File: src/rtl/ct_regs.svh
// Register offsets, field positions and reset values of the control timer.
`ifndef CT_REGS_SVH
`define CT_REGS_SVH

`define CT_CW 24
`define CT_NCH 4

`define CT_OFS_CTRL1 8'h00
`define CT_OFS_CTRL2_SET 8'h04
`define CT_OFS_CTRL2_CLR 8'h08
`define CT_OFS_FAULT_A 8'h0c
`define CT_OFS_FAULT_B 8'h10
`define CT_OFS_WAVE_EXT 8'h14
`define CT_OFS_DRIVER 8'h18
`define CT_OFS_EVENT 8'h1c
`define CT_OFS_STATE 8'h20
`define CT_OFS_WAVE 8'h24
`define CT_OFS_COUNT 8'h28
`define CT_OFS_PERIOD 8'h2c
`define CT_OFS_PERIOD_BUF 8'h30
`define CT_OFS_PATTERN 8'h34
`define CT_OFS_PATTERN_BUF 8'h38
`define CT_OFS_DEBUG 8'h3c
`define CT_PAGE_CMP 4'h4
`define CT_PAGE_CMP_BUF 4'h5

`define CT_C1_SOFT_RESET_BIT 0
`define CT_C1_ENABLE 1
`define CT_C1_STDBY 6
`define CT_C1_PRESC 8
`define CT_C1_PSYNC 12
`define CT_C1_CAPT 24
`define CT_C2_DIR 0

`define CT_ST_ZERO 0
`define CT_ST_MAX 1
`define CT_ST_TOP 2
`define CT_ST_NRF 4
`define CT_ST_RF 6
`define CT_ST_PBV 8
`define CT_ST_PATBV 9
`define CT_ST_CBV 12

`define CT_EV_NRF_FILT 2
`define CT_EV_OVF_OUT 3
`define CT_EV_IRQ 4
`define CT_EV_DMA 5

`define CT_PSYNC_GCLK 2'h0
`define CT_HSIZE_WORD 3'h2
`define CT_RESET_VAL '0

`endif

File: src/rtl/ct_pkg.sv
// Types shared by the control timer design.
`default_nettype none
package ct_pkg;
`include "ct_regs.svh"

   typedef logic [`CT_CW-1:0] ct_cnt_t;

   typedef enum logic [2:0] {
      ct_fa_off,
      ct_fa_restart,
      ct_fa_halt,
      ct_fa_shorten,
      ct_fa_suppress
   } ct_fault_act_e;

   typedef struct packed {
      logic ph_wr;
      logic [7:0] ph_addr;
      logic [31:0] rdata;
      logic en;
      logic stdby;
      logic [2:0] presc;
      logic [1:0] psync;
      logic [3:0] capt;
      logic dir;
      logic [1:0][15:0] fctl;
      logic [19:0] wex;
      logic [23:0] drv;
      logic [5:0] evc;
      logic [7:0] wave;
      ct_cnt_t cnt;
      ct_cnt_t period;
      ct_cnt_t period_buf;
      logic pbv;
      logic [3:0][`CT_CW-1:0] cmp;
      logic [3:0][`CT_CW-1:0] cmp_buf;
      logic [3:0] cbv;
      logic [15:0] patt;
      logic [15:0] patt_buf;
      logic patbv;
      logic dbg;
      logic [9:0] pcnt;
      logic [3:0] s1;
      logic [3:0] s2;
      logic [3:0] s3;
      logic [1:0][3:0] fcnt;
      logic [1:0][7:0] blank;
      logic [1:0] rf;
      logic [1:0] shortn;
      logic [1:0] nrf;
      logic [3:0] dtp;
      logic [3:0][7:0] dtc;
      logic [3:0] lo;
      logic [3:0] hi;
      logic upd;
   } ct_state_s;
endpackage
`default_nettype wire

File: src/rtl/ct_control_timer.sv
// Control timer core with AHB-Lite register slave and waveform extensions.
//
// Operation
// - Top is the period value, or channel zero's value in match mode.
// - Zero is flagged when every counter bit is clear.
// - Maximum is flagged when every counter bit is set.
// - Update fires at top counting up, at zero counting down.
// - Four channels, each compare or capture.
// - Counter, period and channel registers are 24 bits wide.
// - Each buffer register has a valid flag until transferred.
// - Reaching top or zero can raise interrupt, DMA or event output.
// - Recoverable faults restart, halt, shorten the pulse or suppress outputs.
// - Channel events feed the recoverable faults, not capture, when enabled.
// - Recoverable faults are filtered, blanked and qualified.
// - Dead-time stage splits four outputs into non-overlapping low and high sides.
// - Swap stage exchanges a pair's low and high side outputs.
// - Pattern levels drive outputs, new levels taken at update.
// - A non-recoverable fault forces outputs to configured safe values.
// - Unfiltered counter-event faults act on the pins without a clock.
// - Protected registers are written only while disabled.
// - Protected first-control bits may join a write that sets enable.
// - Writing enable one starts, writing zero stops the timer.
// - Soft reset restores all registers but debug control, disabled.
// - Direction zero counts up, one counts down.
`timescale 1ns/1ps
`default_nettype none

module ct_control_timer
(
   input wire logic hclk, // Bus and count clock.
   input wire logic hresetn, // Asynchronous reset, active low.
   input wire logic hsel, // Slave select.
   input wire logic [31:0] haddr, // Byte address.
   input wire logic [1:0] htrans, // Transfer type.
   input wire logic hwrite, // Write when high.
   input wire logic [2:0] hsize, // Transfer size.
   input wire logic [31:0] hwdata, // Write data.
   input wire logic hready, // Bus ready.
   output logic hreadyout, // Slave ready.
   output logic hresp, // Response, always okay.
   output logic [31:0] hrdata, // Read data.
   input wire logic channel_event_a, // Channel event, recoverable fault a.
   input wire logic channel_event_b, // Channel event, recoverable fault b.
   input wire logic counter_event_a, // Counter event, non-recoverable fault a.
   input wire logic counter_event_b, // Counter event, non-recoverable fault b.
   input wire logic debug_halt, // Processor halted in debug.
   output logic [3:0] low_side_out, // Low side waveform pins.
   output logic [3:0] high_side_out, // High side waveform pins.
   output logic update_pulse, // Update condition pulse.
   output logic irq_req, // Overflow interrupt request pulse.
   output logic dma_req, // Overflow DMA request pulse.
   output logic overflow_event_out, // Overflow event pulse.
   output logic enabled // Timer enabled.
);
   import ct_pkg::*;

   ct_state_s q;
   ct_state_s d;
   logic [15:0] fc;
   logic [3:0] wv;
   logic [3:0] wg;
   logic [3:0] om;
   logic [1:0] rise;
   logic [1:0] rf;
   logic [1:0] act_restart;
   logic restart;
   logic hold;
   logic tick;
   logic upd_now;
   logic [7:0] v;
   logic [1:0] nrf_act;
   logic [7:0] force_on;

   function automatic ct_cnt_t top_of(input ct_state_s s);
      top_of = s.wave[0] ? s.cmp[0] : s.period;
   endfunction

   function automatic logic [9:0] presc_lim(input logic [2:0] sel);
      case (sel)
         3'h0: presc_lim = 10'h000;
         3'h1: presc_lim = 10'h001;
         3'h2: presc_lim = 10'h003;
         3'h3: presc_lim = 10'h007;
         3'h4: presc_lim = 10'h00f;
         3'h5: presc_lim = 10'h03f;
         3'h6: presc_lim = 10'h0ff;
         default: presc_lim = 10'h3ff;
      endcase
   endfunction

   // Routes the channel waveforms onto the four matrix outputs; only mode zero passes all four.
   function automatic logic [3:0] matrix(input logic [1:0] m, input logic [3:0] w);
      case (m)
         2'h0: matrix = w;
         2'h1: matrix = {w[1], w[0], w[1], w[0]};
         2'h2: matrix = {4{w[0]}};
         default: matrix = {w[1], w[1], w[1], w[0]};
      endcase
   endfunction

   function automatic logic [31:0] rd(input ct_state_s s, input logic [7:0] a);
      logic [31:0] r;
      r = 32'h0000_0000;
      if (a == `CT_OFS_CTRL1)
      begin
         r[`CT_C1_ENABLE] = s.en;
         r[`CT_C1_STDBY] = s.stdby;
         r[`CT_C1_PRESC +: 3] = s.presc;
         r[`CT_C1_PSYNC +: 2] = s.psync;
         r[`CT_C1_CAPT +: 4] = s.capt;
      end
      else if (a == `CT_OFS_CTRL2_SET || a == `CT_OFS_CTRL2_CLR)
         r[`CT_C2_DIR] = s.dir;
      else if (a == `CT_OFS_FAULT_A)
         r[15:0] = s.fctl[0];
      else if (a == `CT_OFS_FAULT_B)
         r[15:0] = s.fctl[1];
      else if (a == `CT_OFS_WAVE_EXT)
         r[19:0] = s.wex;
      else if (a == `CT_OFS_DRIVER)
         r[23:0] = s.drv;
      else if (a == `CT_OFS_EVENT)
         r[5:0] = s.evc;
      else if (a == `CT_OFS_STATE)
      begin
         r[`CT_ST_ZERO] = (s.cnt == '0);
         r[`CT_ST_MAX] = &s.cnt;
         r[`CT_ST_TOP] = (s.cnt == top_of(s));
         r[`CT_ST_NRF +: 2] = s.nrf;
         r[`CT_ST_RF +: 2] = s.rf;
         r[`CT_ST_PBV] = s.pbv;
         r[`CT_ST_PATBV] = s.patbv;
         r[`CT_ST_CBV +: 4] = s.cbv;
      end
      else if (a == `CT_OFS_WAVE)
         r[7:0] = s.wave;
      else if (a == `CT_OFS_COUNT)
         r[`CT_CW-1:0] = s.cnt;
      else if (a == `CT_OFS_PERIOD)
         r[`CT_CW-1:0] = s.period;
      else if (a == `CT_OFS_PERIOD_BUF)
         r[`CT_CW-1:0] = s.period_buf;
      else if (a == `CT_OFS_PATTERN)
         r[15:0] = s.patt;
      else if (a == `CT_OFS_PATTERN_BUF)
         r[15:0] = s.patt_buf;
      else if (a == `CT_OFS_DEBUG)
         r[0] = s.dbg;
      else if (a[7:4] == `CT_PAGE_CMP)
         r[`CT_CW-1:0] = s.cmp[a[3:2]];
      else if (a[7:4] == `CT_PAGE_CMP_BUF)
         r[`CT_CW-1:0] = s.cmp_buf[a[3:2]];
      rd = r;
   endfunction

   // Unfiltered faults bypass every flip-flop so pins go safe at once.
   assign nrf_act = q.evc[1:0] & (q.nrf | (q.evc[`CT_EV_NRF_FILT] ? 2'b00 :
      {counter_event_b, counter_event_a}));
   assign force_on = (|nrf_act) ? q.drv[7:0] : 8'h00;

   // Safe values override the registered outputs.
   assign low_side_out = (force_on[3:0] & q.drv[11:8]) | (~force_on[3:0] & q.lo);
   assign high_side_out = (force_on[7:4] & q.drv[15:12]) | (~force_on[7:4] & q.hi);

   assign hreadyout = 1'b1;
   assign hresp = 1'b0;
   assign hrdata = q.rdata;
   assign enabled = q.en;
   assign update_pulse = q.upd;
   // Overflow requests follow the update condition.
   assign irq_req = q.upd & q.evc[`CT_EV_IRQ];
   assign dma_req = q.upd & q.evc[`CT_EV_DMA];
   assign overflow_event_out = q.upd & q.evc[`CT_EV_OVF_OUT];

   always_comb
   begin
      d = q;
      fc = 16'h0000;
      rf = 2'b00;
      act_restart = 2'b00;
      tick = 1'b0;
      upd_now = 1'b0;
      restart = 1'b0;
      d.upd = 1'b0;

      d.s1 = {counter_event_b, counter_event_a, channel_event_b, channel_event_a};
      d.s2 = q.s1;
      d.s3 = q.s2;
      rise = q.s2[1:0] & ~q.s3[1:0];

      // Compare waveforms; a capture channel stays inactive.
      for (int i = 0; i < `CT_NCH; i++)
         wv[i] = (q.en & ~q.capt[i] & (q.cnt < q.cmp[i])) ^ q.wave[4 + i];

      for (int u = 0; u < 2; u++)
      begin
         fc = q.fctl[u];
         // Filter counts consecutive samples, blanking follows update.
         if (q.s2[u])
         begin
            if (q.fcnt[u] != fc[7:4])
               d.fcnt[u] = q.fcnt[u] + 4'h1;
         end
         else
            d.fcnt[u] = 4'h0;
         if (q.blank[u] != 8'h00)
            d.blank[u] = q.blank[u] - 8'h01;
         // Qualified by the channel's own waveform when selected.
         rf[u] = q.en && q.s2[u] && q.fcnt[u] == fc[7:4] && q.blank[u] == 8'h00 &&
            (!fc[3] || wv[u]) && fc[2:0] != ct_fa_off;
         act_restart[u] = rf[u] && !q.rf[u] && fc[2:0] == ct_fa_restart;
         // Shorten holds the channel inactive until the next update.
         if (rf[u] && fc[2:0] == ct_fa_shorten)
            d.shortn[u] = 1'b1;
      end
      d.rf = rf;
      restart = |act_restart;

      wg = wv;
      for (int u = 0; u < 2; u++)
      begin
         // Suppression lasts while the fault persists.
         if (q.shortn[u] || (rf[u] && q.fctl[u][2:0] == ct_fa_suppress))
            wg[u] = 1'b0;
      end

      // Halt freezes the count while the fault stands.
      hold = !q.en || (rf[0] && q.fctl[0][2:0] == ct_fa_halt) ||
         (rf[1] && q.fctl[1][2:0] == ct_fa_halt) || (|q.nrf) || (debug_halt && !q.dbg);

      if (!hold)
      begin
         if (q.pcnt == presc_lim(q.presc))
         begin
            d.pcnt = 10'h000;
            tick = 1'b1;
         end
         else
            d.pcnt = q.pcnt + 10'h001;
      end

      // Restart begins a fresh counting period.
      if (restart)
      begin
         d.cnt = q.dir ? top_of(q) : '0;
         if (q.psync != `CT_PSYNC_GCLK)
            d.pcnt = 10'h000;
      end
      else if (tick)
      begin
         // Direction selects up or down counting.
         if (!q.dir)
         begin
            // Update at top when counting up.
            if (q.cnt == top_of(q))
            begin
               d.cnt = '0;
               upd_now = 1'b1;
            end
            else
               d.cnt = q.cnt + 24'h1;
         end
         else
         begin
            // Update at zero when counting down.
            if (q.cnt == '0)
            begin
               d.cnt = top_of(q);
               upd_now = 1'b1;
            end
            else
               d.cnt = q.cnt - 24'h1;
         end
      end
      d.upd = upd_now;

      if (upd_now)
      begin
         for (int u = 0; u < 2; u++)
            d.shortn[u] = rf[u] && q.fctl[u][2:0] == ct_fa_shorten;
         d.blank[0] = q.fctl[0][15:8];
         d.blank[1] = q.fctl[1][15:8];
         // Valid buffers move into their registers at update.
         if (q.pbv)
         begin
            d.period = q.period_buf;
            d.pbv = 1'b0;
         end
         for (int i = 0; i < `CT_NCH; i++)
         begin
            if (q.cbv[i])
            begin
               d.cmp[i] = q.cmp_buf[i];
               d.cbv[i] = 1'b0;
            end
         end
         // New pattern levels are taken at update.
         if (q.patbv)
         begin
            d.patt = q.patt_buf;
            d.patbv = 1'b0;
         end
      end

      // An event owned by a recoverable fault does not capture.
      for (int i = 0; i < `CT_NCH; i++)
      begin
         if (q.en && q.capt[i] && rise[i % 2] && q.fctl[i % 2][2:0] == ct_fa_off)
            d.cmp[i] = q.cnt;
      end

      if (hsel && htrans[1] && hready && hsize == `CT_HSIZE_WORD)
      begin
         d.ph_wr = hwrite;
         d.ph_addr = {haddr[7:2], 2'b00};
         if (!hwrite)
            d.rdata = rd(q, {haddr[7:2], 2'b00});
      end
      else
         d.ph_wr = 1'b0;

      // Bus writes land in the data phase and win over counting.
      if (q.ph_wr)
      begin
         if (q.ph_addr == `CT_OFS_CTRL1)
         begin
            d.en = hwdata[`CT_C1_ENABLE];
            d.stdby = hwdata[`CT_C1_STDBY];
            // Protected bits ride only on a write made while disabled.
            if (!q.en)
            begin
               d.presc = hwdata[`CT_C1_PRESC +: 3];
               d.psync = hwdata[`CT_C1_PSYNC +: 2];
               d.capt = hwdata[`CT_C1_CAPT +: 4];
            end
         end
         else if (q.ph_addr == `CT_OFS_CTRL2_SET)
         begin
            if (hwdata[`CT_C2_DIR])
               d.dir = 1'b1;
         end
         else if (q.ph_addr == `CT_OFS_CTRL2_CLR)
         begin
            if (hwdata[`CT_C2_DIR])
               d.dir = 1'b0;
         end
         // Fault, extension, driver and event control need disable.
         // Otherwise the write is dropped without error.
         else if (q.ph_addr == `CT_OFS_FAULT_A)
         begin
            if (!q.en)
               d.fctl[0] = hwdata[15:0];
         end
         else if (q.ph_addr == `CT_OFS_FAULT_B)
         begin
            if (!q.en)
               d.fctl[1] = hwdata[15:0];
         end
         else if (q.ph_addr == `CT_OFS_WAVE_EXT)
         begin
            if (!q.en)
               d.wex = hwdata[19:0];
         end
         else if (q.ph_addr == `CT_OFS_DRIVER)
         begin
            if (!q.en)
               d.drv = hwdata[23:0];
         end
         else if (q.ph_addr == `CT_OFS_EVENT)
         begin
            if (!q.en)
               d.evc = hwdata[5:0];
         end
         else if (q.ph_addr == `CT_OFS_STATE)
            d.nrf = q.nrf & ~hwdata[`CT_ST_NRF +: 2];
         else if (q.ph_addr == `CT_OFS_WAVE)
            d.wave = hwdata[7:0];
         // Counter and channel registers keep 24 bits.
         else if (q.ph_addr == `CT_OFS_COUNT)
            d.cnt = hwdata[`CT_CW-1:0];
         else if (q.ph_addr == `CT_OFS_PERIOD)
            d.period = hwdata[`CT_CW-1:0];
         else if (q.ph_addr == `CT_OFS_PERIOD_BUF)
         begin
            // A buffer write marks the buffer valid.
            d.period_buf = hwdata[`CT_CW-1:0];
            d.pbv = 1'b1;
         end
         else if (q.ph_addr == `CT_OFS_PATTERN)
            d.patt = hwdata[15:0];
         else if (q.ph_addr == `CT_OFS_PATTERN_BUF)
         begin
            d.patt_buf = hwdata[15:0];
            d.patbv = 1'b1;
         end
         else if (q.ph_addr == `CT_OFS_DEBUG)
            d.dbg = hwdata[0];
         else if (q.ph_addr[7:4] == `CT_PAGE_CMP)
            d.cmp[q.ph_addr[3:2]] = hwdata[`CT_CW-1:0];
         else if (q.ph_addr[7:4] == `CT_PAGE_CMP_BUF)
         begin
            d.cmp_buf[q.ph_addr[3:2]] = hwdata[`CT_CW-1:0];
            d.cbv[q.ph_addr[3:2]] = 1'b1;
         end
      end

      // Fault latch; a new fault wins over a clearing write.
      for (int k = 0; k < 2; k++)
      begin
         if (q.evc[k] && q.s2[2 + k] && (q.s3[2 + k] || !q.evc[`CT_EV_NRF_FILT]))
            d.nrf[k] = 1'b1;
      end

      // Dead time holds both sides low after each matrix edge.
      om = matrix(q.wex[1:0], wg);
      for (int i = 0; i < 4; i++)
      begin
         if (om[i] != q.dtp[i])
         begin
            d.dtp[i] = om[i];
            d.dtc[i] = q.wex[4 + i] ? q.wex[15:8] : 8'h00;
         end
         else if (q.dtc[i] != 8'h00)
            d.dtc[i] = q.dtc[i] - 8'h01;
         v[i] = q.dtp[i] & (q.dtc[i] == 8'h00);
         v[4 + i] = ~q.dtp[i] & (q.dtc[i] == 8'h00);
      end
      for (int i = 0; i < 4; i++)
      begin
         // Swap exchanges the pair's two sides.
         if (q.wex[16 + i])
            {v[i], v[4 + i]} = {v[4 + i], v[i]};
      end
      v = (q.patt[7:0] & q.patt[15:8]) | (~q.patt[7:0] & v);
      v = v ^ q.drv[23:16];
      d.lo = v[3:0];
      d.hi = v[7:4];

      // Soft reset clears everything but debug control and the event synchronizers, and disables.
      if (q.ph_wr && q.ph_addr == `CT_OFS_CTRL1 && hwdata[`CT_C1_SOFT_RESET_BIT])
      begin
         d = `CT_RESET_VAL;
         d.dbg = q.dbg;
         d.s1 = q.s1;
         d.s2 = q.s1;
         d.s3 = q.s2;
      end
   end

   always_ff @(posedge hclk or negedge hresetn)
   begin
      if (!hresetn)
         q <= `CT_RESET_VAL;
      else
         q <= d;
   end
endmodule

`default_nettype wire

File: config.mk
export PLATFORM = sky130hd
export DESIGN_NAME = ct_control_timer
export DESIGN_NICKNAME = d
export VERILOG_FILES = /design/src/rtl/ct_pkg.sv /design/src/rtl/ct_control_timer.sv
export VERILOG_INCLUDE_DIRS = /design/src /design/src/rtl
export SDC_FILE = /design/constraint.sdc
export NUM_CORES = 2
export LEC_CHECK = 0
export BUFFER_PORTS_ARGS = -buffer_cell sky130_fd_sc_hd__buf_4
export CAP_MARGIN = 20
export CORE_MARGIN = 2
export CORE_UTILIZATION = 50
export DETAILED_ROUTE_END_ITERATION = 8
export PLACE_DENSITY = 0.67
export REMOVE_ABC_BUFFERS = 1
export SYNTH_ARGS = -nofsm -noshare
export SYNTH_HDL_FRONTEND = slang
export SYNTH_SLANG_ARGS = --single-unit
File: constraint.sdc
create_clock -name hclk -period 4.1 [get_ports hclk]
set_input_delay 0.615 -clock hclk [delete_from_list [all_inputs] [get_ports hclk]]
set_output_delay 0.615 -clock hclk [all_outputs]
set_load 0.01 [all_outputs]
* Yosys cells after proc, flatten, opt, wreduce, memory -nomap -nowiden
Cells that the tools add are included.
** Word-level totals
- Input bits :: 79
- Output and inout bits :: 47
- Register bits after elaboration :: 543
- Word-level logic and storage cells :: 604
** Cells by class
- Multiplexer cells :: 231
- Bitwise logic cells :: 67
- Order comparisons :: 7
- Reduce and logical (&&, ||, !) cells :: 132
- Equality and inequality tests :: 100
- Add/sub/neg operators :: 11
** Operators by type and width (number)
- 24-bit two-way mux :: 48
- 393-bit two-way mux :: 2
- 361-bit two-way mux :: 2
- 311-bit two-way mux :: 2
- 196-bit two-way mux :: 3
- 543-bit two-way mux :: 1
- 405-bit two-way mux :: 1
- 394-bit two-way mux :: 1
- 16-bit two-way mux :: 22
- 341-bit two-way mux :: 1
- 317-bit two-way mux :: 1
- 303-bit two-way mux :: 1
- 279-bit two-way mux :: 1
- 8-bit two-way mux :: 32
- 255-bit two-way mux :: 1
- 230-bit two-way mux :: 1
- 100-bit two-way mux :: 2
- 96-bit bitwise mux :: 2
- 97-bit two-way mux :: 1
- 24-bit binary-select mux with 2-bit select :: 2
- 24-bit less-than comparator :: 4
- 96-bit two-way mux :: 1
- 20-bit two-way mux :: 4
- 6-bit two-way mux :: 13
- other kinds (85) :: 399

* Depth between registers and ports, before layout
- Word-level depth :: 59
- Depth in mapped cells :: 16
- Depth with buffers taken out :: 13

* Worst setup path before layout
No wires, ideal clock.
- Path kind :: register -> register
- Start :: register q[376] in the netlist's numbering
- End :: register q[310] in the netlist's numbering
- Path buffers :: 3
- Required time :: 3.963 ns
- Data arrival time :: 3.500 ns
- Slack :: 0.463 ns
- Library setup time :: 0.137 ns
- Cell stages (with the launch flop) :: 17
- Period minus slack after synthesis :: 3.637 ns
- Cell sequence :: dfrtp_1 -> clkbuf_1 -> inv_1 -> ha_1 -> or4b_1 -> or4b_4 -> nor4_4 -> nand2_1 -> o31ai_1 -> and2b_1 -> o2111a_4 -> and2_4 -> buf_6 -> nand2_8 -> buf_12 -> mux2i_1 -> a21oi_1
** RTL lines
- start: declaration :: line ct_control_timer.sv:57 : ct_state_s q;
- start signal: assignment :: line ct_control_timer.sv:453 : q <= `CT_RESET_VAL;

==> results.cfg <==
[status]
status = completed

[clock_network]
post-cts-setup-buffers = 0
cts_htree_levels = 2
cts_tree = done
ctsLongestPathBuffers = 3
cts.reportedPaths.clkPinSlew_ps = 60
clock_latency_ps = 670
cts-root-buf = clkbuf_16
hold_buffers = 0
cts_buffers = 61
cts.sinks = 537
cts_resized = 0

[synth]
synth_seq_cells = 537
synthCells = 3445
synth-seq-area-share = 0.414
synthTopCellsByCount = dfrtp_1, nand2_1, o21ai_0
synth_top_area_frac = 0.414
post-synth-top-count-cell = dfrtp_1
synth_area_um2 = 32500
synthAdderAreaFrac = 0.0397
yosysWarnings = 0
synthArstFlopShare = 1.00
synthFlopType = dfrtp_1
ys_types = 86
synth_compound_area_frac = 0.213
yosys.area_share.simple = 0.142
synth_edf_count = 0
synth_mux_area_frac = 0.102
synth_area_leaders = dfrtp_1, mux2i_1, a22o_1, nand2_1, ha_1
avgSynthCellArea_um2 = 9.42
synth-xor-area-share = 0.0310
yosysTopAreaCell = dfrtp_1
synth_top_family_by_area = compound AO/OA/AOI/OAI gates

[worst_setup_path]
worstRegToRegCells = 14
startpoint_type = flop
cp_max_fo = 24
crit_chain = buf_4 -> ha_1 -> a21oi_1 -> o21ai_0 -> a221oi_2 -> buf_4 -> mux2i_1 -> nor4b_4 -> nand3_1 -> o2111a_4 -> and2_4 -> nand2_8 -> mux2i_1 -> o21ai_1
timing.rr.end = q[312]$_DFF_PN0_
cp_slowest_cell = dfrtp_1
critPathBufInv = 2
end_kind = flop
cpPeakStageDelay_ps = 470
crit_family = simple AND/OR/NAND/NOR gates
cp_data_arrival_time_ps = 4490
reg2reg_slack_ps = 110
worstSetupPathType = flop to flop
r2r_start = q[394]$_DFF_PN0_
crit_cells = 14
cp_data_required_time_ps = 4590

[global_routing]
grt_overflow = 0
grtUsageTotal = 0.382
grt_pass1_wl_um = 191000
grt_max_degree = 108
antenna_found_initial = 1
grt_pass1_vias = 29215

[sta]
fin_skew_ps = 34.3
slew_viol_final = 0
post-route-min-period_ps = 3990
period_share = 0.974
whs_ps = 11.0
slew_headroom = 0.186
setup_viol = 0
rsz0062_at_grt = false
hold_viol = 0
fin_setup_tns_ps = 0
clock.fmax_ghz = 0.250
worst_slew_pin_slew_ps = 1220
setup_ws_ps = 107

[routing]
drt.antenna.violating_nets = 0
drt_first_iter_violations = 3904
num_vias = 29691
via_per_inst = 6.78
drcViolationCount = 0
wl_per_cell_um = 29.3
first_pass_iters = 6
wirelength_um = 129000

[die]
core_area_um2 = 64300
die_w_um = 259
start_util = 0.504
die_y_um = 259
die_area_um2 = 67000
num_rows = 93
io_pins = 126

[placement]
place_hpwl_um = 91100
gp_congestion = 1.01
pre_cts_slack_ps = 187
dp.cells = 4271
numPortBuffers = 88

[cells_and_area]
drive_above_1_share = 0.149
n_antenna_cell = 0
finalNetCount = 3661
syn2layout_area_growth_pct = 13.6
layout.cells.non_filler = 4381

[pwr]
power.leakage_nw = 16.8
ir_worst_vdd_mv = 0.352
power_density_nw_per_um2 = 394
finalPower_mw = 14.5

[hold_path]
hold_class = primary input to async pin

[run]
maxCapViolCount = 0
-- layout make-up --
cell class / count / area [µm²]
Inverter: 130 / 488
Tap cell: 855 / 1070
Clock buffer: 72 / 1650
Sequential cell: 537 / 13400
Fill cell: 5615 / 27500
Clock inverter: 38 / 614
Timing Repair Buffer: 273 / 2300
Multi-Input combinational cell: 2476 / 17300
-- power by group --
part | total [mW] | internal (mW) | switching, mW
registers | 5.84 | 5.55 | 0.284
logic | 2.50 | 0.996 | 1.50
clock network | 6.18 | 3.76 | 2.42
-- per-layer routing --
metal  vias to the layer above  global-route usage  part of all wire  wire length (µm)
met2                      1868               0.569              0.43             55400
li1                      12635                   -                 -                 -
met5                         -                   0           0.00010                13
met4                         2               0.235             0.070              9060
met1                     14767               0.508              0.39             50200
met3                       419              0.0871              0.11             13800
-- registers in the layout (all words and copies together) (netlist names) --
name          cells
update_pulse      1
hrdata           28
enabled           1
fc               16
q               491
-- worst max-delay path by stage --
stage / endpoint / slack [ps] / from
4_1_cts: q[312]$_DFF_PN0_ / 130 / q[397]$_DFF_PN0_
5_1_grt: q[35]$_DFFE_PN0P_ / 30 / q[59]$_DFFE_PN0P_
3_5_place_dp: q[312]$_DFF_PN0_ / 190 / q[397]$_DFF_PN0_
2_1_floorplan: hrdata[8]$_DFFE_PN0P_ / -6820 / q[539]$_DFFE_PN0P_
3_3_place_gp: q[277]$_DFF_PN0_ / 220 / q[394]$_DFF_PN0_
6_report: q[312]$_DFF_PN0_ / 110 / q[394]$_DFF_PN0_
-- kinds of logic after synthesis --
| group | count (synthesis) |
|---|---|
| flip-flops | 537 |
| adder cells (fa/ha/maj) | 103 |
| XOR/XNOR | 114 |
| multiplexers | 266 |
| other | 2 |
| buffers and inverters | 436 |
| AND/OR/NAND/NOR | 958 |
| AO/OA/AOI/OAI | 1029 |
-- cell usage in the layout (no fill, tap or decap), types with 24 or more instances in the layout --
cell | netlist | routed
a211oi_1 | 26 | 26
a21o_1 | 39 | 39
a21oi_1 | 170 | 168
a221oi_1 | 43 | 42
a22o_1 | 167 | 167
a22oi_1 | 91 | 91
and2_1 | 24 | 24
buf_4 | 38 | 252
clkbuf_16 | 0 | 61
dfrtp_1 | 537 | 534
ha_1 | 103 | 103
inv_1 | 130 | 130
mux2_2 | 28 | 28
mux2i_1 | 190 | 190
mux4_2 | 48 | 48
nand2_1 | 380 | 380
nand2b_1 | 25 | 25
nand3_1 | 88 | 88
nand4_1 | 28 | 28
nor2_1 | 194 | 186
nor3_1 | 57 | 51
o211ai_1 | 33 | 33
o21ai_0 | 243 | 242
o21ai_1 | 64 | 58
or3_1 | 26 | 26
xnor2_1 | 67 | 67
xor2_1 | 46 | 46
-- metrics by stage --
step           utilization  area, µm²
4_1_cts              0.573      36900
3_3_place_gp         0.537      34600
2_1_floorplan            -      31100
5_1_grt              0.573      36900
6_report             0.573      36900
3_5_place_dp         0.538      34600
Note: power is estimated with default switching activity, not from simulation.
